[src/pewc_pkg.sv]
// package: constants and types for the parallel memory write controller
package pewc_pkg;
    localparam int ADDR_W = 15;
    localparam int DATA_W = 8;
    localparam int PAGE_BYTES = 64;
    localparam int PAGE_LSB = 6;
    localparam int CLK_PERIOD_NS = 25;
    localparam int SETUP_NS = 100;
    localparam int STROBE_NS = 150;
    localparam int READ_NS = 200;
    localparam int GAP_MAX_US = 100;
    localparam int GAP_SAFE_US = 80;
    localparam int SETUP_CYC = (SETUP_NS + CLK_PERIOD_NS - 1) / CLK_PERIOD_NS;
    localparam int STROBE_CYC = (STROBE_NS + CLK_PERIOD_NS - 1) / CLK_PERIOD_NS;
    localparam int READ_CYC = (READ_NS + CLK_PERIOD_NS - 1) / CLK_PERIOD_NS;
    localparam int GAP_CYC = (GAP_SAFE_US * 1000) / CLK_PERIOD_NS;
    localparam int CNT_W = 12;
    localparam int POLL_BIT = DATA_W - 1;
    localparam logic [ADDR_W-1:0] SEQ_A0 = 15'h5555;
    localparam logic [ADDR_W-1:0] SEQ_A1 = 15'h2aaa;
    localparam logic [DATA_W-1:0] SEQ_D0 = 8'haa;
    localparam logic [DATA_W-1:0] SEQ_D1 = 8'h55;
    localparam logic [DATA_W-1:0] SEQ_ON = 8'ha0;
    localparam logic [DATA_W-1:0] SEQ_OFF = 8'h20;
    localparam logic [1:0] OP_WRITE = 2'h0;
    localparam logic [1:0] OP_READ = 2'h1;
    localparam logic [1:0] OP_PROT_ON = 2'h2;
    localparam logic [1:0] OP_PROT_OFF = 2'h3;
    typedef enum logic [3:0] {
        PEWC_IDLE  = 4'b0000,
        PEWC_SETUP = 4'b0001,
        PEWC_WLOW  = 4'b0010,
        PEWC_WHIGH = 4'b0011,
        PEWC_RLOW  = 4'b0100,
        PEWC_RDONE = 4'b0101,
        PEWC_PGAP  = 4'b0110,
        PEWC_POLL  = 4'b0111,
        PEWC_PCHK  = 4'b1000
    } pewc_state_t;
endpackage

[src/pewc_host.sv]
// module: host controller driving the byte-wide nonvolatile memory pins
`timescale 1ns/1ps
`default_nettype none
module pewc_host
    import pewc_pkg::*;
#(
    parameter int PAGE = PAGE_BYTES,
    parameter int GAP  = GAP_CYC
) (
    input  wire logic              ref_clk,
    input  wire logic              rst_b,
    input  wire logic              req_valid,
    output logic                   req_ready,
    input  wire logic [1:0]        req_op,
    input  wire logic [ADDR_W-1:0] req_addr,
    input  wire logic [DATA_W-1:0] req_data,
    input  wire logic              req_last,
    output logic                   rsp_valid,
    output logic [DATA_W-1:0]      rsp_data,
    output logic                   done_pulse,
    input  wire logic              supply_ok,
    input  wire logic              write_supply_ok,
    output logic [ADDR_W-1:0]      location_select,
    output logic                   chip_en_b,
    output logic                   out_en_b,
    output logic                   write_en_b,
    input  wire logic [DATA_W-1:0] byte_bus_i,
    output logic [DATA_W-1:0]      byte_bus_o,
    output logic                   byte_bus_oe
);
    typedef struct packed {
        pewc_state_t       st;
        logic [ADDR_W-1:0] addr;
        logic [DATA_W-1:0] data;
        logic [ADDR_W-1:0] last_addr;
        logic [DATA_W-1:0] last_data;
        logic [6:0]        nbytes;
        logic              is_read;
        logic              poll;
        logic              ce_b;
        logic              oe_b;
        logic              we_b;
        logic              drive;
        logic              rsp_v;
        logic [DATA_W-1:0] rsp;
        logic              done;
        logic [2:0]        seq_left;
        logic              seq_mode;
        logic [DATA_W-1:0] seq_last;
    } pewc_reg_t;

    pewc_reg_t s_q, s_d;
    logic cnt_load;
    logic [CNT_W-1:0] cnt_val;
    logic cnt_zero;

    pewc_cnt #(.W(CNT_W)) u_cnt (
        .ref_clk (ref_clk),
        .rst_b   (rst_b),
        .load    (cnt_load),
        .value   (cnt_val),
        .zero    (cnt_zero)
    );

    // =========================================================
    // sequencer
    always_comb begin
        s_d = s_q;
        s_d.rsp_v = 1'b0;
        s_d.done = 1'b0;
        cnt_load = 1'b0;
        cnt_val = '0;
        case (s_q.st)
            PEWC_IDLE, PEWC_PGAP: begin
                if (s_q.st == PEWC_PGAP && cnt_zero) begin
                    s_d.st = PEWC_POLL;
                end else if (req_valid && req_ready) begin
                    s_d.is_read = (req_op == OP_READ);
                    s_d.poll = 1'b0;
                    if (req_op == OP_PROT_ON || req_op == OP_PROT_OFF) begin
                        s_d.seq_mode = 1'b1;
                        s_d.seq_left = 3'h2;
                        s_d.seq_last = (req_op == OP_PROT_ON) ? SEQ_ON : SEQ_OFF;
                        s_d.addr = SEQ_A0;
                        s_d.data = SEQ_D0;
                    end else begin
                        s_d.addr = req_addr;
                        s_d.data = req_data;
                    end
                    s_d.st = PEWC_SETUP;
                    cnt_load = 1'b1;
                    cnt_val = CNT_W'(SETUP_CYC);
                end
            end
            PEWC_SETUP: begin
                if (cnt_zero) begin
                    s_d.ce_b = 1'b0;
                    if (s_q.is_read || s_q.poll) begin
                        s_d.oe_b = 1'b0;
                        s_d.drive = 1'b0;
                        s_d.st = PEWC_RLOW;
                        cnt_val = CNT_W'(READ_CYC);
                    end else begin
                        s_d.oe_b = 1'b1;
                        s_d.we_b = 1'b0;
                        s_d.drive = 1'b1;
                        s_d.st = PEWC_WLOW;
                        cnt_val = CNT_W'(STROBE_CYC);
                    end
                    cnt_load = 1'b1;
                end
            end
            PEWC_WLOW: begin
                if (cnt_zero) begin
                    s_d.ce_b = 1'b1;
                    s_d.we_b = 1'b1;
                    s_d.last_addr = s_q.addr;
                    s_d.last_data = s_q.data;
                    s_d.nbytes = s_q.nbytes + 7'h1;
                    s_d.st = PEWC_WHIGH;
                    cnt_load = 1'b1;
                    cnt_val = CNT_W'(SETUP_CYC);
                end
            end
            PEWC_WHIGH: begin
                if (cnt_zero) begin
                    s_d.drive = 1'b0;
                    if (s_q.seq_mode && s_q.seq_left != 3'h0) begin
                        s_d.seq_left = s_q.seq_left - 3'h1;
                        s_d.addr = (s_q.seq_left == 3'h2) ? SEQ_A1 : SEQ_A0;
                        s_d.data = (s_q.seq_left == 3'h2) ? SEQ_D1 : s_q.seq_last;
                        s_d.st = PEWC_SETUP;
                        cnt_load = 1'b1;
                        cnt_val = CNT_W'(SETUP_CYC);
                    end else begin
                        s_d.seq_mode = 1'b0;
                        s_d.st = PEWC_PGAP;
                        cnt_load = 1'b1;
                        cnt_val = CNT_W'(GAP);
                        if (req_last || s_q.seq_mode ||
                            s_q.nbytes == 7'(PAGE)) begin
                            s_d.st = PEWC_POLL;
                        end
                    end
                end
            end
            PEWC_POLL: begin
                s_d.poll = 1'b1;
                s_d.nbytes = '0;
                s_d.addr = s_q.last_addr;
                s_d.st = PEWC_SETUP;
                cnt_load = 1'b1;
                cnt_val = CNT_W'(SETUP_CYC);
            end
            PEWC_RLOW: begin
                if (cnt_zero) begin
                    s_d.rsp = byte_bus_i;
                    s_d.ce_b = 1'b1;
                    s_d.oe_b = 1'b1;
                    s_d.st = s_q.poll ? PEWC_PCHK : PEWC_RDONE;
                end
            end
            PEWC_RDONE: begin
                s_d.rsp_v = 1'b1;
                s_d.st = PEWC_IDLE;
            end
            PEWC_PCHK: begin
                if (s_q.rsp[POLL_BIT] == s_q.last_data[POLL_BIT]) begin
                    s_d.done = 1'b1;
                    s_d.poll = 1'b0;
                    s_d.st = PEWC_IDLE;
                end else begin
                    s_d.st = PEWC_POLL;
                end
            end
            default: s_d.st = PEWC_IDLE;
        endcase
    end

    always_ff @(posedge ref_clk or negedge rst_b) begin
        if (!rst_b) begin
            s_q <= '{st: PEWC_IDLE, ce_b: 1'b1, oe_b: 1'b1, we_b: 1'b1, default: '0};
        end else begin
            s_q <= s_d;
        end
    end

    // =========================================================
    // outputs
    // page bits of a continued load are the caller's duty
    // only further page bytes are taken while the load window is open
    assign req_ready = (s_q.st == PEWC_IDLE ||
                        (s_q.st == PEWC_PGAP && !cnt_zero && req_op == OP_WRITE))
                       && supply_ok && (req_op == OP_READ || write_supply_ok);
    assign location_select = s_q.addr;
    assign chip_en_b = s_q.ce_b;
    assign out_en_b = s_q.oe_b;
    assign write_en_b = s_q.we_b;
    assign byte_bus_o = s_q.data;
    assign byte_bus_oe = s_q.drive;
    assign rsp_valid = s_q.rsp_v;
    assign rsp_data = s_q.rsp;
    assign done_pulse = s_q.done;

    // =========================================================
    // checks
    no_clash_a: assert property (@(posedge ref_clk) disable iff (!rst_b)
        !(byte_bus_oe && !out_en_b)) else $error("bus drive clash");
    rd_strobes_a: assert property (@(posedge ref_clk) disable iff (!rst_b)
        !out_en_b |-> !chip_en_b && write_en_b) else $error("bad read strobes");
    wr_strobes_a: assert property (@(posedge ref_clk) disable iff (!rst_b)
        !write_en_b |-> out_en_b && byte_bus_oe) else $error("bad write strobes");
    addr_hold_a: assert property (@(posedge ref_clk) disable iff (!rst_b)
        !write_en_b && $past(!write_en_b) |-> $stable(location_select))
        else $error("address moved");
    data_hold_a: assert property (@(posedge ref_clk) disable iff (!rst_b)
        $rose(write_en_b) |-> $stable(byte_bus_o)) else $error("data moved");
    we_width_a: assert property (@(posedge ref_clk) disable iff (!rst_b)
        $fell(write_en_b) |-> !write_en_b [*4]) else $error("short write pulse");
    gap_a: assert property (@(posedge ref_clk) disable iff (!rst_b)
        s_q.st == PEWC_WHIGH |-> ##[1:20] s_q.st != PEWC_WHIGH)
        else $error("stuck after load");
    supply_a: assert property (@(posedge ref_clk) disable iff (!rst_b)
        s_q.st == PEWC_IDLE && !supply_ok |=> s_q.st == PEWC_IDLE)
        else $error("access under low supply");
    poll_done_a: assert property (@(posedge ref_clk) disable iff (!rst_b)
        done_pulse |-> $past(s_q.rsp[POLL_BIT]) == s_q.last_data[POLL_BIT])
        else $error("early completion");
    rd_c: cover property (@(posedge ref_clk) disable iff (!rst_b) rsp_valid);
    done_c: cover property (@(posedge ref_clk) disable iff (!rst_b) done_pulse);
    page_c: cover property (@(posedge ref_clk) disable iff (!rst_b)
        s_q.st == PEWC_PGAP && req_valid && req_ready);
endmodule
`default_nettype wire

[src/pewc_cnt.sv]
// module: loadable down counter used for strobe and gap timing
`timescale 1ns/1ps
`default_nettype none
module pewc_cnt #(
    parameter int W = 12
) (
    input  wire logic         ref_clk,
    input  wire logic         rst_b,
    input  wire logic         load,
    input  wire logic [W-1:0] value,
    output logic              zero
);
    logic [W-1:0] cnt_q;
    always_ff @(posedge ref_clk or negedge rst_b) begin
        if (!rst_b) begin
            cnt_q <= '0;
        end else if (load) begin
            cnt_q <= value;
        end else if (cnt_q != '0) begin
            cnt_q <= cnt_q - 1'b1;
        end
    end
    assign zero = (cnt_q == '0);
endmodule
`default_nettype wire

[config.mk]
export PLATFORM = sky130hd
export DESIGN_NAME = pewc_host
export DESIGN_NICKNAME = d
export VERILOG_FILES = /design/src/pewc_pkg.sv /design/src/pewc_host.sv /design/src/pewc_cnt.sv
export SDC_FILE = /design/constraint.sdc
export NUM_CORES = 1
export LEC_CHECK = 0
export ABC_AREA = 1
export BUFFER_PORTS_ARGS = -buffer_cell sky130_fd_sc_hd__buf_2
export CAP_MARGIN = 20
export CELL_PAD_IN_SITES_DETAIL_PLACEMENT = 0
export CELL_PAD_IN_SITES_GLOBAL_PLACEMENT = 1
export CORE_ASPECT_RATIO = 0.8
export CORE_MARGIN = 2
export CORE_UTILIZATION = 38
export CTS_CLUSTER_DIAMETER = 40
export DETAILED_ROUTE_END_ITERATION = 7
export PLACE_DENSITY_LB_ADDON = 0.08
export RECOVER_POWER = 50
export SYNTH_ARGS = -nofsm -noshare
export SYNTH_HDL_FRONTEND = slang
export SYNTH_SLANG_ARGS = --single-unit
[constraint.sdc]
create_clock -name ref_clk -period 1.7 [get_ports ref_clk]
set_input_delay 0.255 -clock ref_clk [delete_from_list [all_inputs] [get_ports ref_clk]]
set_output_delay 0.255 -clock ref_clk [all_outputs]
set_load 0.01 [all_outputs]
==> results of run 1 <==
through the flow:
step | worst slack [ns] | area, µm² | cells | hold WS, ns
after floorplan | 0.00990 | 4620 | 569 | -0.0406
after global placement | -0.263 | 5500 | 827 | 0.332
after detailed placement | -0.235 | 5500 | 827 | 0.333
after CTS | -0.0876 | 6320 | 864 | 0.131
after global routing | -0.170 | 6480 | 867 | 0.142
final | -0.0780 | 6480 | 867 | 0.139
path summary, 6_finish.rpt:
path / end / startpoint / cells after the start
worst max-delay path: location_select[6] / s_q[84] / 12
worst min-delay path: rsp_data[5] / byte_bus_i[5] / 2
worst max register to register: location_select[6] / s_q[84] / 12
worst min register to register: s_q[5] / s_q[5] / 2
max in group asynchronous: s_q[84] / rst_b / 3
min in group asynchronous: rsp_data[2] / rst_b / 3
synth_stat cells, types with 8 or more instances:
library cell,count,area (µm²)
mux2_2,8,90.1
dfrtp_1,81,2030
o21ai_0,17,85.1
nand3_1,22,110
a21oi_1,23,115
buf_4,35,263
o22ai_1,9,56.3
o21ai_1,23,115
inv_1,47,176
nand2_1,158,593
nor2_1,52,195
nand4_1,9,56.3
layout make-up:
class                           count  area share
Clock buffer                        9      0.0347
Multi-Input combinational cell    387       0.368
Sequential cell                    84       0.325
Inverter                           53      0.0318
Clock inverter                      7      0.0114
Timing Repair Buffer              179       0.200
Tap cell                          148      0.0286
registers in the layout, indices dropped and copies added (netlist names):
name and flops:
s_q 35, location_select 15, u_cnt.cnt_q 12, byte_bus_o 8, rsp_data 8, byte_bus_oe 1
chip_en_b 1, done_pulse 1, out_en_b 1, rsp_valid 1, write_en_b 1
timing repair:
action	4_1_cts	5_1_grt
pin swaps	16	20
setup buffers	14	4
gates cloned	6	0
endpoints found under the setup margin	61	78
hold buffers	1	0
gates resized for setup	70	50
endpoints found under the hold margin	81	0
per-layer routing:
metal | routed length, µm | track usage | up-vias
li1 | - | - | 2100
met1 | 6260 | 0.292 | 2034
met2 | 6100 | 0.341 | 79
met3 | 435 | 0.0363 | 9
met4 | 110 | 0.0490 | 0
met5 | 0 | 0 | -
logic make-up (layout without fill, tap and decap cells):
kind of cell / count (synthesis) / after routing / synth area share
buffers and inverters: 99 / 248 / 0.114
adder cells (fa/ha/maj): 7 / 7 / 0.0190
XOR/XNOR: 10 / 10 / 0.0190
flip-flops: 84 / 84 / 0.457
AO/OA/AOI/OAI: 88 / 88 / 0.107
AND/OR/NAND/NOR: 273 / 274 / 0.264
multiplexers: 8 / 8 / 0.0195
power by group through the flow:
stage / Combinational, mW / Clock, mW / Sequential, mW
floorplan: 3.18 / 0 / 3.11
global route: 6.79 / 2.14 / 3.31
global placement: 4.54 / 0 / 3.17
detailed placement: 4.58 / 0 / 3.19
finish: 6.16 / 2.01 / 3.23
CTS: 5.95 / 2.07 / 3.19
critical path, stage by stage (launching register included):
cell and delay, ns:
dfrtp_2 0.45, inv_2 0.08, nand4_4 0.11, nor2_4 0.13
nand2_4 0.07, nand2_4 0.07, nand3_4 0.11, nand2_8 0.10
nand3_4 0.13, buf_12 0.17, buf_16 0.14, nand2_2 0.05
o21ai_1 0.05
==> results by group, run 1 <==
Outcome
  – Outcome: finished with violations
  – Failing checks: negative setup slack

Detailed routing
  – WL per Instance: 14.9 µm
  – DRC viols: 0
  – Final WL: 12.9 mm
  – Drt pass-1 iters: 4
  – Post-route ant nets: 0
  – Post-DR vias/cell: 4.87
  – Vias: 4222
  – Iteration-0 DRC Markers: 218

Clocking
  – Root Driver: clkbuf_16
  – CTS Buf Count: 9
  – CTS H-tree depth: 3
  – Max Root-Sink Buffers: 2
  – Worst skew pair latency: 0.34 ns
  – CTS tree: yes
  – Clk pin slew, worst setup/hold paths: 0.07 ns
  – Sink Count: 84

Floorplan
  – DIE AREA: 13000 µm²
  – Top-Level Pins: 77
  – Die H: 103 µm
  – Core Region: 11700 µm²
  – Std cell rows: 35
  – DIE WIDTH: 127 µm
  – Initial core utilization: 0.394

Worst setup path
  – R2r setup slk: -0.08 ns
  – Critical-path maximum fanout: 8
  – Data arrival, critical path: 2.01 ns
  – CP Capture Type: flop
  – Startpoint types: flop
  – WS Path Type: flop to flop
  – WP data required: 1.93 ns

Final layout
  – FF+latch area: 2110 µm²
  – Commonest non-fill, non-tap cell in the layout: nand2_1
  – Final Core Density: 0.555
  – N_diodes: 0
  – Most frequent cells in the layout: nand2_1 (133), buf_4 (86), dfrtp_1 (79), buf_2 (76), nor2_1 (41)
  – Fraction of layout cells with a size suffix above 1: 0.433
  – Fillers: 1100
  – Area growth syn-to-layout: 40.7%
  – Area taken by multi-input logic gates: 2390 µm²
  – Nets: 760

Placed design
  – Port Buffers: 76
  – Post-DP HPWL: 8.79 mm
  – GP Congestion: 0.841

Synthesis
  – Seq/Total Area, Yosys: 0.457
  – Most used DFF post-synth: dfrtp_1
  – Syn Inst Count: 569
  – FFs w/ async S/R, synth: 1.00
  – Syn_nets: 615
  – Synthesized flop and latch total: 84
  – Synth Area per Inst: 8.10 µm²
  – Synth Warn #: 0
  – Post-synth EDFFs: 0
  – Distinct cells, synth: 41
  – Mapped Area: 4610 µm²

Timing
  – Fin. Hold Viols: 0
  – Relative slew slack: 0.265
  – Clock skew: 0.00608 ns
  – Fin. max-slew vios: 0
  – F_max: 562 MHz
  – Final period utilization: 1.05
  – Setup TNS: -0.791 ns
  – Slew of the pin with the lowest slew margin: 1.10 ns
  – Final setup fails: 28
  – RSZ-0062 raised after global routing: yes
  – Period minus WS final: 1.78 ns
  – Final WS setup: -0.0780 ns

Power and ir drop
  – Worst VDD drop: 730 µV
  – Final Power: 11.4 mW
  – Sw Share: 0.411
  – Power Internal: 6.72 mW
  – P per Cell Area: 1760 nW/µm²
  – Sequential share of power: 0.283
  – Comb pwr share: 0.541
  – Part of the power in the clock network: 0.176
  – Pleak: 3.40 nW
  – Sw Pwr: 4.68 mW

Run
  – Max Cap Viol: 0

Global routing
  – Antenna violations before repair: 0
  – GRT overflow: 0
  – Gr usage total: 0.208
  – Pin count of the biggest net entering global routing: 85
  – Vias in the first global route: 4151
  – First-pass GRT wire length: 21.1 mm

Worst hold path
  – Worst hold path type: input port to flop
Power figures use the tool's default switching activity.
==> run 2: changes to the inputs <==
--- a/config.mk
+++ b/config.mk
@@ -10,11 +10,12 @@
 export CAP_MARGIN = 20
 export CELL_PAD_IN_SITES_DETAIL_PLACEMENT = 0
 export CELL_PAD_IN_SITES_GLOBAL_PLACEMENT = 1
-export CORE_ASPECT_RATIO = 0.8
+export CORE_ASPECT_RATIO = 1.5
 export CORE_MARGIN = 2
 export CORE_UTILIZATION = 38
 export CTS_CLUSTER_DIAMETER = 40
 export DETAILED_ROUTE_END_ITERATION = 7
+export GPL_TIMING_DRIVEN = 0
 export PLACE_DENSITY_LB_ADDON = 0.08
 export RECOVER_POWER = 50
 export SYNTH_ARGS = -nofsm -noshare
==> results by group, run 2 (same netlist as run 1, synthesis figures left out) <==
Final layout
  – Top reg by flops: s_q (unchanged)
  – Area growth syn-to-layout: 44.6% (was 40.7%)
  – Area taken by multi-input logic gates: 2470 µm² (was 2390 µm²)
  – Fraction of layout cells with a size suffix above 1: 0.453 (was 0.433)
  – Finished Layout Cells: 870 (was 867)
  – Max reg flops: 35 (unchanged)
  – Final Core Density: 0.561 (was 0.555)
  – Post-route cell area: 6670 µm² (was 6480 µm²)
  – Fillers: 1147 (was 1100)
  – Most frequent cells in the layout: nand2_1 (127), dfrtp_1 (78), buf_2 (73), buf_4 (69), inv_1 (39) (was nand2_1 (133), buf_4 (86), dfrtp_1 (79), buf_2 (76), nor2_1 (41))
  – Commonest non-fill, non-tap cell in the layout: nand2_1 (unchanged)
  – N_diodes: 0 (unchanged)
  – FF+latch area: 2110 µm² (about the same)
  – Nets: 758 (was 760)

Timing
  – Final WS setup: -0.169 ns (was -0.0780 ns)
  – Slew of the pin with the lowest slew margin: 1.02 ns (was 1.10 ns)
  – Final setup fails: 57 (was 28)
  – Fin. max-slew vios: 0 (unchanged)
  – Clock skew: 0.00978 ns (was 0.00608 ns)
  – Final period utilization: 1.10 (was 1.05)
  – Setup TNS: -5.34 ns (was -0.791 ns)
  – Relative slew slack: 0.320 (was 0.265)
  – RSZ-0062 raised after global routing: yes (unchanged)
  – Period minus WS final: 1.87 ns (was 1.78 ns)
  – Fin. Hold Viols: 0 (unchanged)
  – F_max: 535 MHz (was 562 MHz)

Worst setup path
  – Data arrival, critical path: 2.10 ns (was 2.01 ns)
  – Startpoint types: flop (unchanged)
  – CP startpoint: u_cnt.cnt_q[1] (was s_q[84])
  – WP data required: 1.93 ns (about the same)
  – CP Capture Type: flop (unchanged)
  – WS Path Type: flop to flop (unchanged)
  – Critical-path maximum fanout: 5 (was 8)
  – Reg-to-Reg Start: u_cnt.cnt_q[1] (was s_q[84])

Power and ir drop
  – Pleak: 3.43 nW (was 3.40 nW)
  – P per Cell Area: 1810 nW/µm² (was 1760 nW/µm²)
  – Worst VDD drop: 757 µV (was 730 µV)

Global routing
  – Pin count of the biggest net entering global routing: 46 (was 85)
  – Antenna violations before repair: 0 (unchanged)
  – GRT overflow: 0 (unchanged)
  – Gr usage total: 0.211 (was 0.208)
  – First-pass GRT wire length: 21.4 mm (was 21.1 mm)
  – Vias in the first global route: 4162 (was 4151)

Detailed routing
  – Post-DR vias/cell: 4.92 (was 4.87)
  – Post-route ant nets: 0 (unchanged)
  – Vias: 4280 (was 4222)
  – Iteration-0 DRC Markers: 141 (was 218)
  – DRC viols: 0 (unchanged)
  – WL per Instance: 15.6 µm (was 14.9 µm)
  – Drt pass-1 iters: 4 (unchanged)
  – Final WL: 13.6 mm (was 12.9 mm)

Floorplan
  – Top-Level Pins: 77 (unchanged)
  – Std cell rows: 49 (was 35)
  – DIE WIDTH: 93.9 µm (was 127 µm)
  – DIE AREA: 13000 µm² (about the same)
  – Initial core utilization: 0.388 (was 0.394)
  – Die H: 139 µm (was 103 µm)
  – Core Region: 11900 µm² (was 11700 µm²)

Outcome
  – Failing checks: negative setup slack (unchanged)
  – Outcome: finished with violations (unchanged)

Placed design
  – Inst Count DP: 799 (was 827)
  – Placement-stage cell area: 5220 µm² (was 5500 µm²)
  – Post-DP HPWL: 8.92 mm (was 8.79 mm)
  – Port Buffers: 76 (unchanged)
  – GP Congestion: 0.838 (was 0.841)
  – DP Worst Slack: -0.579 ns (was -0.235 ns)

Clocking
  – CTS H-tree depth: 3 (unchanged)
  – Root Driver: clkbuf_16 (unchanged)
  – Max Root-Sink Buffers: 2 (unchanged)
  – CTS tree: yes (unchanged)
  – Clk pin slew, worst setup/hold paths: 0.07 ns (about the same)
  – Sink Count: 84 (unchanged)
  – Worst skew pair latency: 0.34 ns (about the same)
  – CTS Buf Count: 9 (unchanged)

Worst hold path
  – Min-delay src: req_op[0] (was byte_bus_i[5])
  – Worst hold path type: input port to flop (unchanged)

Run
  – Max Cap Viol: 0 (unchanged)
run 2: per-layer routing:
layer,share of wire,track usage,vias up
li1,-,-,2093
met3,0.034,0.0359,24
met1,0.41,0.258,2076
met2,0.54,0.371,87
met4,0.023,0.0732,0
met5,0,0,-
run 2: final timing paths:
check | depth (start not counted) | slack, ns | endpoint
worst min-delay path | 2 | 0.13 | s_q[7]
worst min register to register | 2 | 0.48 | write_en_b
worst max register to register | 13 | -0.17 | location_select[8]
max in group asynchronous | 3 | 0.17 | out_en_b
worst max-delay path | 13 | -0.17 | location_select[8]
min in group asynchronous | 2 | 0.62 | rsp_data[1]
run 2: timing repair:
| item | 4_1_cts | 5_1_grt |
|---|---|---|
| hold buffers | 1 | 0 |
| gates resized for setup | 118 | 61 |
| cloned | 4 | 1 |
| endpoints found under the hold margin | 39 | 0 |
| pin swaps | 21 | 21 |
| endpoints found under the setup margin | 77 | 74 |
| buffers inserted | 33 | 17 |
run 2: metrics by stage:
step	total power [mW]	hold WS, ns
3_5_place_dp	7.57	0.280
4_1_cts	11.4	0.124
5_1_grt	12.9	0.137
6_report	12.1	0.131
2_1_floorplan	6.29	-0.0406
3_3_place_gp	7.47	0.449
run 2: layout make-up:
cell class | instances | share of cell area
multi-input combinational | 386 | 0.370
sequential | 84 | 0.316
timing repair buffer | 132 | 0.142
buffer | 46 | 0.0625
clock buffer | 10 | 0.0358
inverter | 53 | 0.0336
tap | 153 | 0.0287
clock inverter | 6 | 0.0109
run 2: worst max-delay path, stage by stage (launching register included):
cell and delay (ns):
dfrtp_1 0.40, inv_2 0.09, ha_4 0.16, nand2_4 0.05, nor2_4 0.09, nand2_4 0.10, clkinv_4 0.09, nor2_4 0.04
nor2_4 0.18, nand3_4 0.14, buf_4 0.16, buf_8 0.13, nand2_1 0.06, o21ai_2 0.05
run 2: report_power, final:
part / total, mW / leakage, nW / internal, mW / switching, mW
combinational: 6.85 / 2.20 / 3.32 / 3.53
clock: 2.05 / 0.155 / 1.19 / 0.855
sequential: 3.20 / 1.07 / 2.69 / 0.510
==> run 3: changes to the inputs <==
--- a/config.mk
+++ b/config.mk
@@ -17,7 +17,6 @@
 export DETAILED_ROUTE_END_ITERATION = 7
 export GPL_TIMING_DRIVEN = 0
 export PLACE_DENSITY_LB_ADDON = 0.08
-export RECOVER_POWER = 50
 export SYNTH_ARGS = -nofsm -noshare
 export SYNTH_HDL_FRONTEND = slang
 export SYNTH_SLANG_ARGS = --single-unit
==> results by group, run 3 (same netlist as run 1, synthesis figures left out) <==
Detailed routing
  – Iteration-0 DRC Markers: 140 (was 141)
  – Final WL: 13.6 mm (about the same)
  – Post-DR vias/cell: 4.92 (about the same)
  – Post-route ant nets: 0 (unchanged)
  – WL per Instance: 15.6 µm (about the same)
  – Drt pass-1 iters: 4 (unchanged)
  – Vias: 4278 (was 4280)
  – DRC viols: 0 (unchanged)

Worst setup path
  – Worst R2R Path Depth: 13 (unchanged)
  – WS Path Type: flop to flop (unchanged)
  – Critical-path maximum fanout: 5 (unchanged)
  – R2r setup slk: -0.17 ns (about the same)
  – Reg-to-Reg Start: u_cnt.cnt_q[1] (unchanged)
  – Data arrival, critical path: 2.10 ns (about the same)
  – Startpoint types: flop (unchanged)
  – Reg-to-reg endpoint: location_select[8] (unchanged)
  – WP data required: 1.93 ns (about the same)
  – CP startpoint: u_cnt.cnt_q[1] (unchanged)
  – CP Capture Type: flop (unchanged)

Power and ir drop
  – P per Cell Area: 1810 nW/µm² (about the same)
  – Worst VDD drop: 757 µV (about the same)
  – Pleak: 3.44 nW (was 3.43 nW)

Worst hold path
  – Worst hold path cell count: 2 (unchanged)
  – Worst hold path type: input port to flop (unchanged)
  – Hold Path Sink: s_q[7] (unchanged)
  – Min-delay src: req_op[0] (unchanged)

Timing
  – Final WS setup: -0.169 ns (unchanged)
  – Final setup fails: 57 (unchanged)
  – Setup TNS: -5.34 ns (about the same)
  – Slew of the pin with the lowest slew margin: 0.595 ns (was 1.02 ns)
  – Period minus WS final: 1.87 ns (unchanged)
  – Final period utilization: 1.10 (unchanged)
  – Fin. Hold Viols: 0 (unchanged)
  – RSZ-0062 raised after global routing: yes (unchanged)
  – Relative slew slack: 0.602 (was 0.320)
  – Fin. max-slew vios: 0 (unchanged)
  – F_max: 535 MHz (unchanged)
  – Clock skew: 0.00975 ns (was 0.00978 ns)

Placed design
  – GP Congestion: 0.838 (unchanged)
  – Post-DP HPWL: 8.92 mm (unchanged)
  – DP Worst Slack: -0.579 ns (unchanged)
  – Port Buffers: 76 (unchanged)
  – Inst Count DP: 799 (unchanged)

Global routing
  – GRT overflow: 0 (unchanged)
  – Pin count of the biggest net entering global routing: 46 (unchanged)
  – Antenna violations before repair: 0 (unchanged)
  – First-pass GRT wire length: 21.4 mm (unchanged)
  – Gr usage total: 0.211 (unchanged)
  – Vias in the first global route: 4162 (unchanged)

Clocking
  – CTS tree: yes (unchanged)
  – CTS H-tree depth: 3 (unchanged)
  – Worst skew pair latency: 0.34 ns (about the same)
  – Root Driver: clkbuf_16 (unchanged)
  – Sink Count: 84 (unchanged)
  – Clk pin slew, worst setup/hold paths: 0.07 ns (about the same)
  – Max Root-Sink Buffers: 2 (unchanged)
  – CTS Buf Count: 9 (unchanged)

Final layout
  – N_diodes: 0 (unchanged)
  – Finished Layout Cells: 870 (unchanged)
  – FF+latch area: 2110 µm² (unchanged)
  – Fraction of layout cells with a size suffix above 1: 0.457 (was 0.453)
  – Area growth syn-to-layout: 45.0% (was 44.6%)
  – Nets: 758 (unchanged)
  – Commonest non-fill, non-tap cell in the layout: nand2_1 (unchanged)
  – Area taken by multi-input logic gates: 2470 µm² (unchanged)
  – Fillers: 1141 (was 1147)
  – Most frequent cells in the layout: nand2_1 (127), dfrtp_1 (78), buf_2 (76), buf_4 (70), inv_1 (39) (was nand2_1 (127), dfrtp_1 (78), buf_2 (73), buf_4 (69), inv_1 (39))
  – Max reg flops: 35 (unchanged)
  – Top reg by flops: s_q (unchanged)

Run
  – Max Cap Viol: 0 (unchanged)

Floorplan
  – DIE AREA: 13000 µm² (unchanged)
  – Initial core utilization: 0.388 (unchanged)
  – Die H: 139 µm (unchanged)
  – Top-Level Pins: 77 (unchanged)
  – DIE WIDTH: 93.9 µm (unchanged)
  – Std cell rows: 49 (unchanged)
  – Core Region: 11900 µm² (unchanged)

Outcome
  – Outcome: finished with violations (unchanged)
  – Failing checks: negative setup slack (unchanged)
-- run 3: layout make-up --
class,instances,share of cell area
buffer,46,0.0623
tap,153,0.0286
multi-input combinational,386,0.369
clock inverter,6,0.0109
inverter,53,0.0335
clock buffer,10,0.0357
timing repair buffer,132,0.144
sequential,84,0.315
-- run 3: metal layers --
metal  GRT usage  routed length [µm]  vias to the layer above
met5           0                   0                        -
met4      0.0732                 311                        0
met3      0.0359                 455                       24
met2       0.371                7300                       87
met1       0.258                5510                     2074
li1            -                   -                     2093
-- run 3: per-stage QoR --
stage               area, µm²   util  hold WS (ns)  total power [mW]
floorplan                4620      -       -0.0406              6.29
CTS                      6320  0.531         0.124              11.4
global placement         5190  0.436         0.449              7.47
finish                   6690  0.562         0.131              12.1
global route             6690  0.562         0.137              12.9
detailed placement       5220  0.439         0.280              7.57
-- run 3: how the worst max path moves through the flow --
| stage | cells past startpoint | endpoint | slack, ns |
|---|---|---|---|
| after CTS | 8 | req_ready | -0.13 |
| after detailed placement | 9 | s_q[51] | -0.58 |
| after global placement | 9 | s_q[42] | -0.59 |
| final | 13 | location_select[8] | -0.17 |
| after floorplan | 12 | location_select[0] | 0.01 |
| after global routing | 12 | location_select[14] | -0.23 |
-- run 3: power breakdown --
group	total, mW	switching, mW	internal [mW]
clock	2.05	0.855	1.19
sequential	3.20	0.510	2.69
combinational	6.86	3.53	3.32
-- run 3: timing repair --
action,in CTS,in global routing
hold buffers,1,0
endpoints found under the hold margin,39,0
resized for setup,118,61
pin swaps,21,21
gates cloned,4,1
setup endpoints to repair,77,74
buffers inserted,33,17
-- run 3: worst max-delay path, cell delays in order, from the launching register on --
cell and delay [ns]:
dfrtp_1 0.40, inv_2 0.09, ha_4 0.16, nand2_4 0.05
nor2_4 0.09, nand2_4 0.10, clkinv_4 0.09, nor2_4 0.04
nor2_4 0.18, nand3_4 0.14, buf_4 0.16, buf_8 0.13
nand2_1 0.06, o21ai_2 0.05
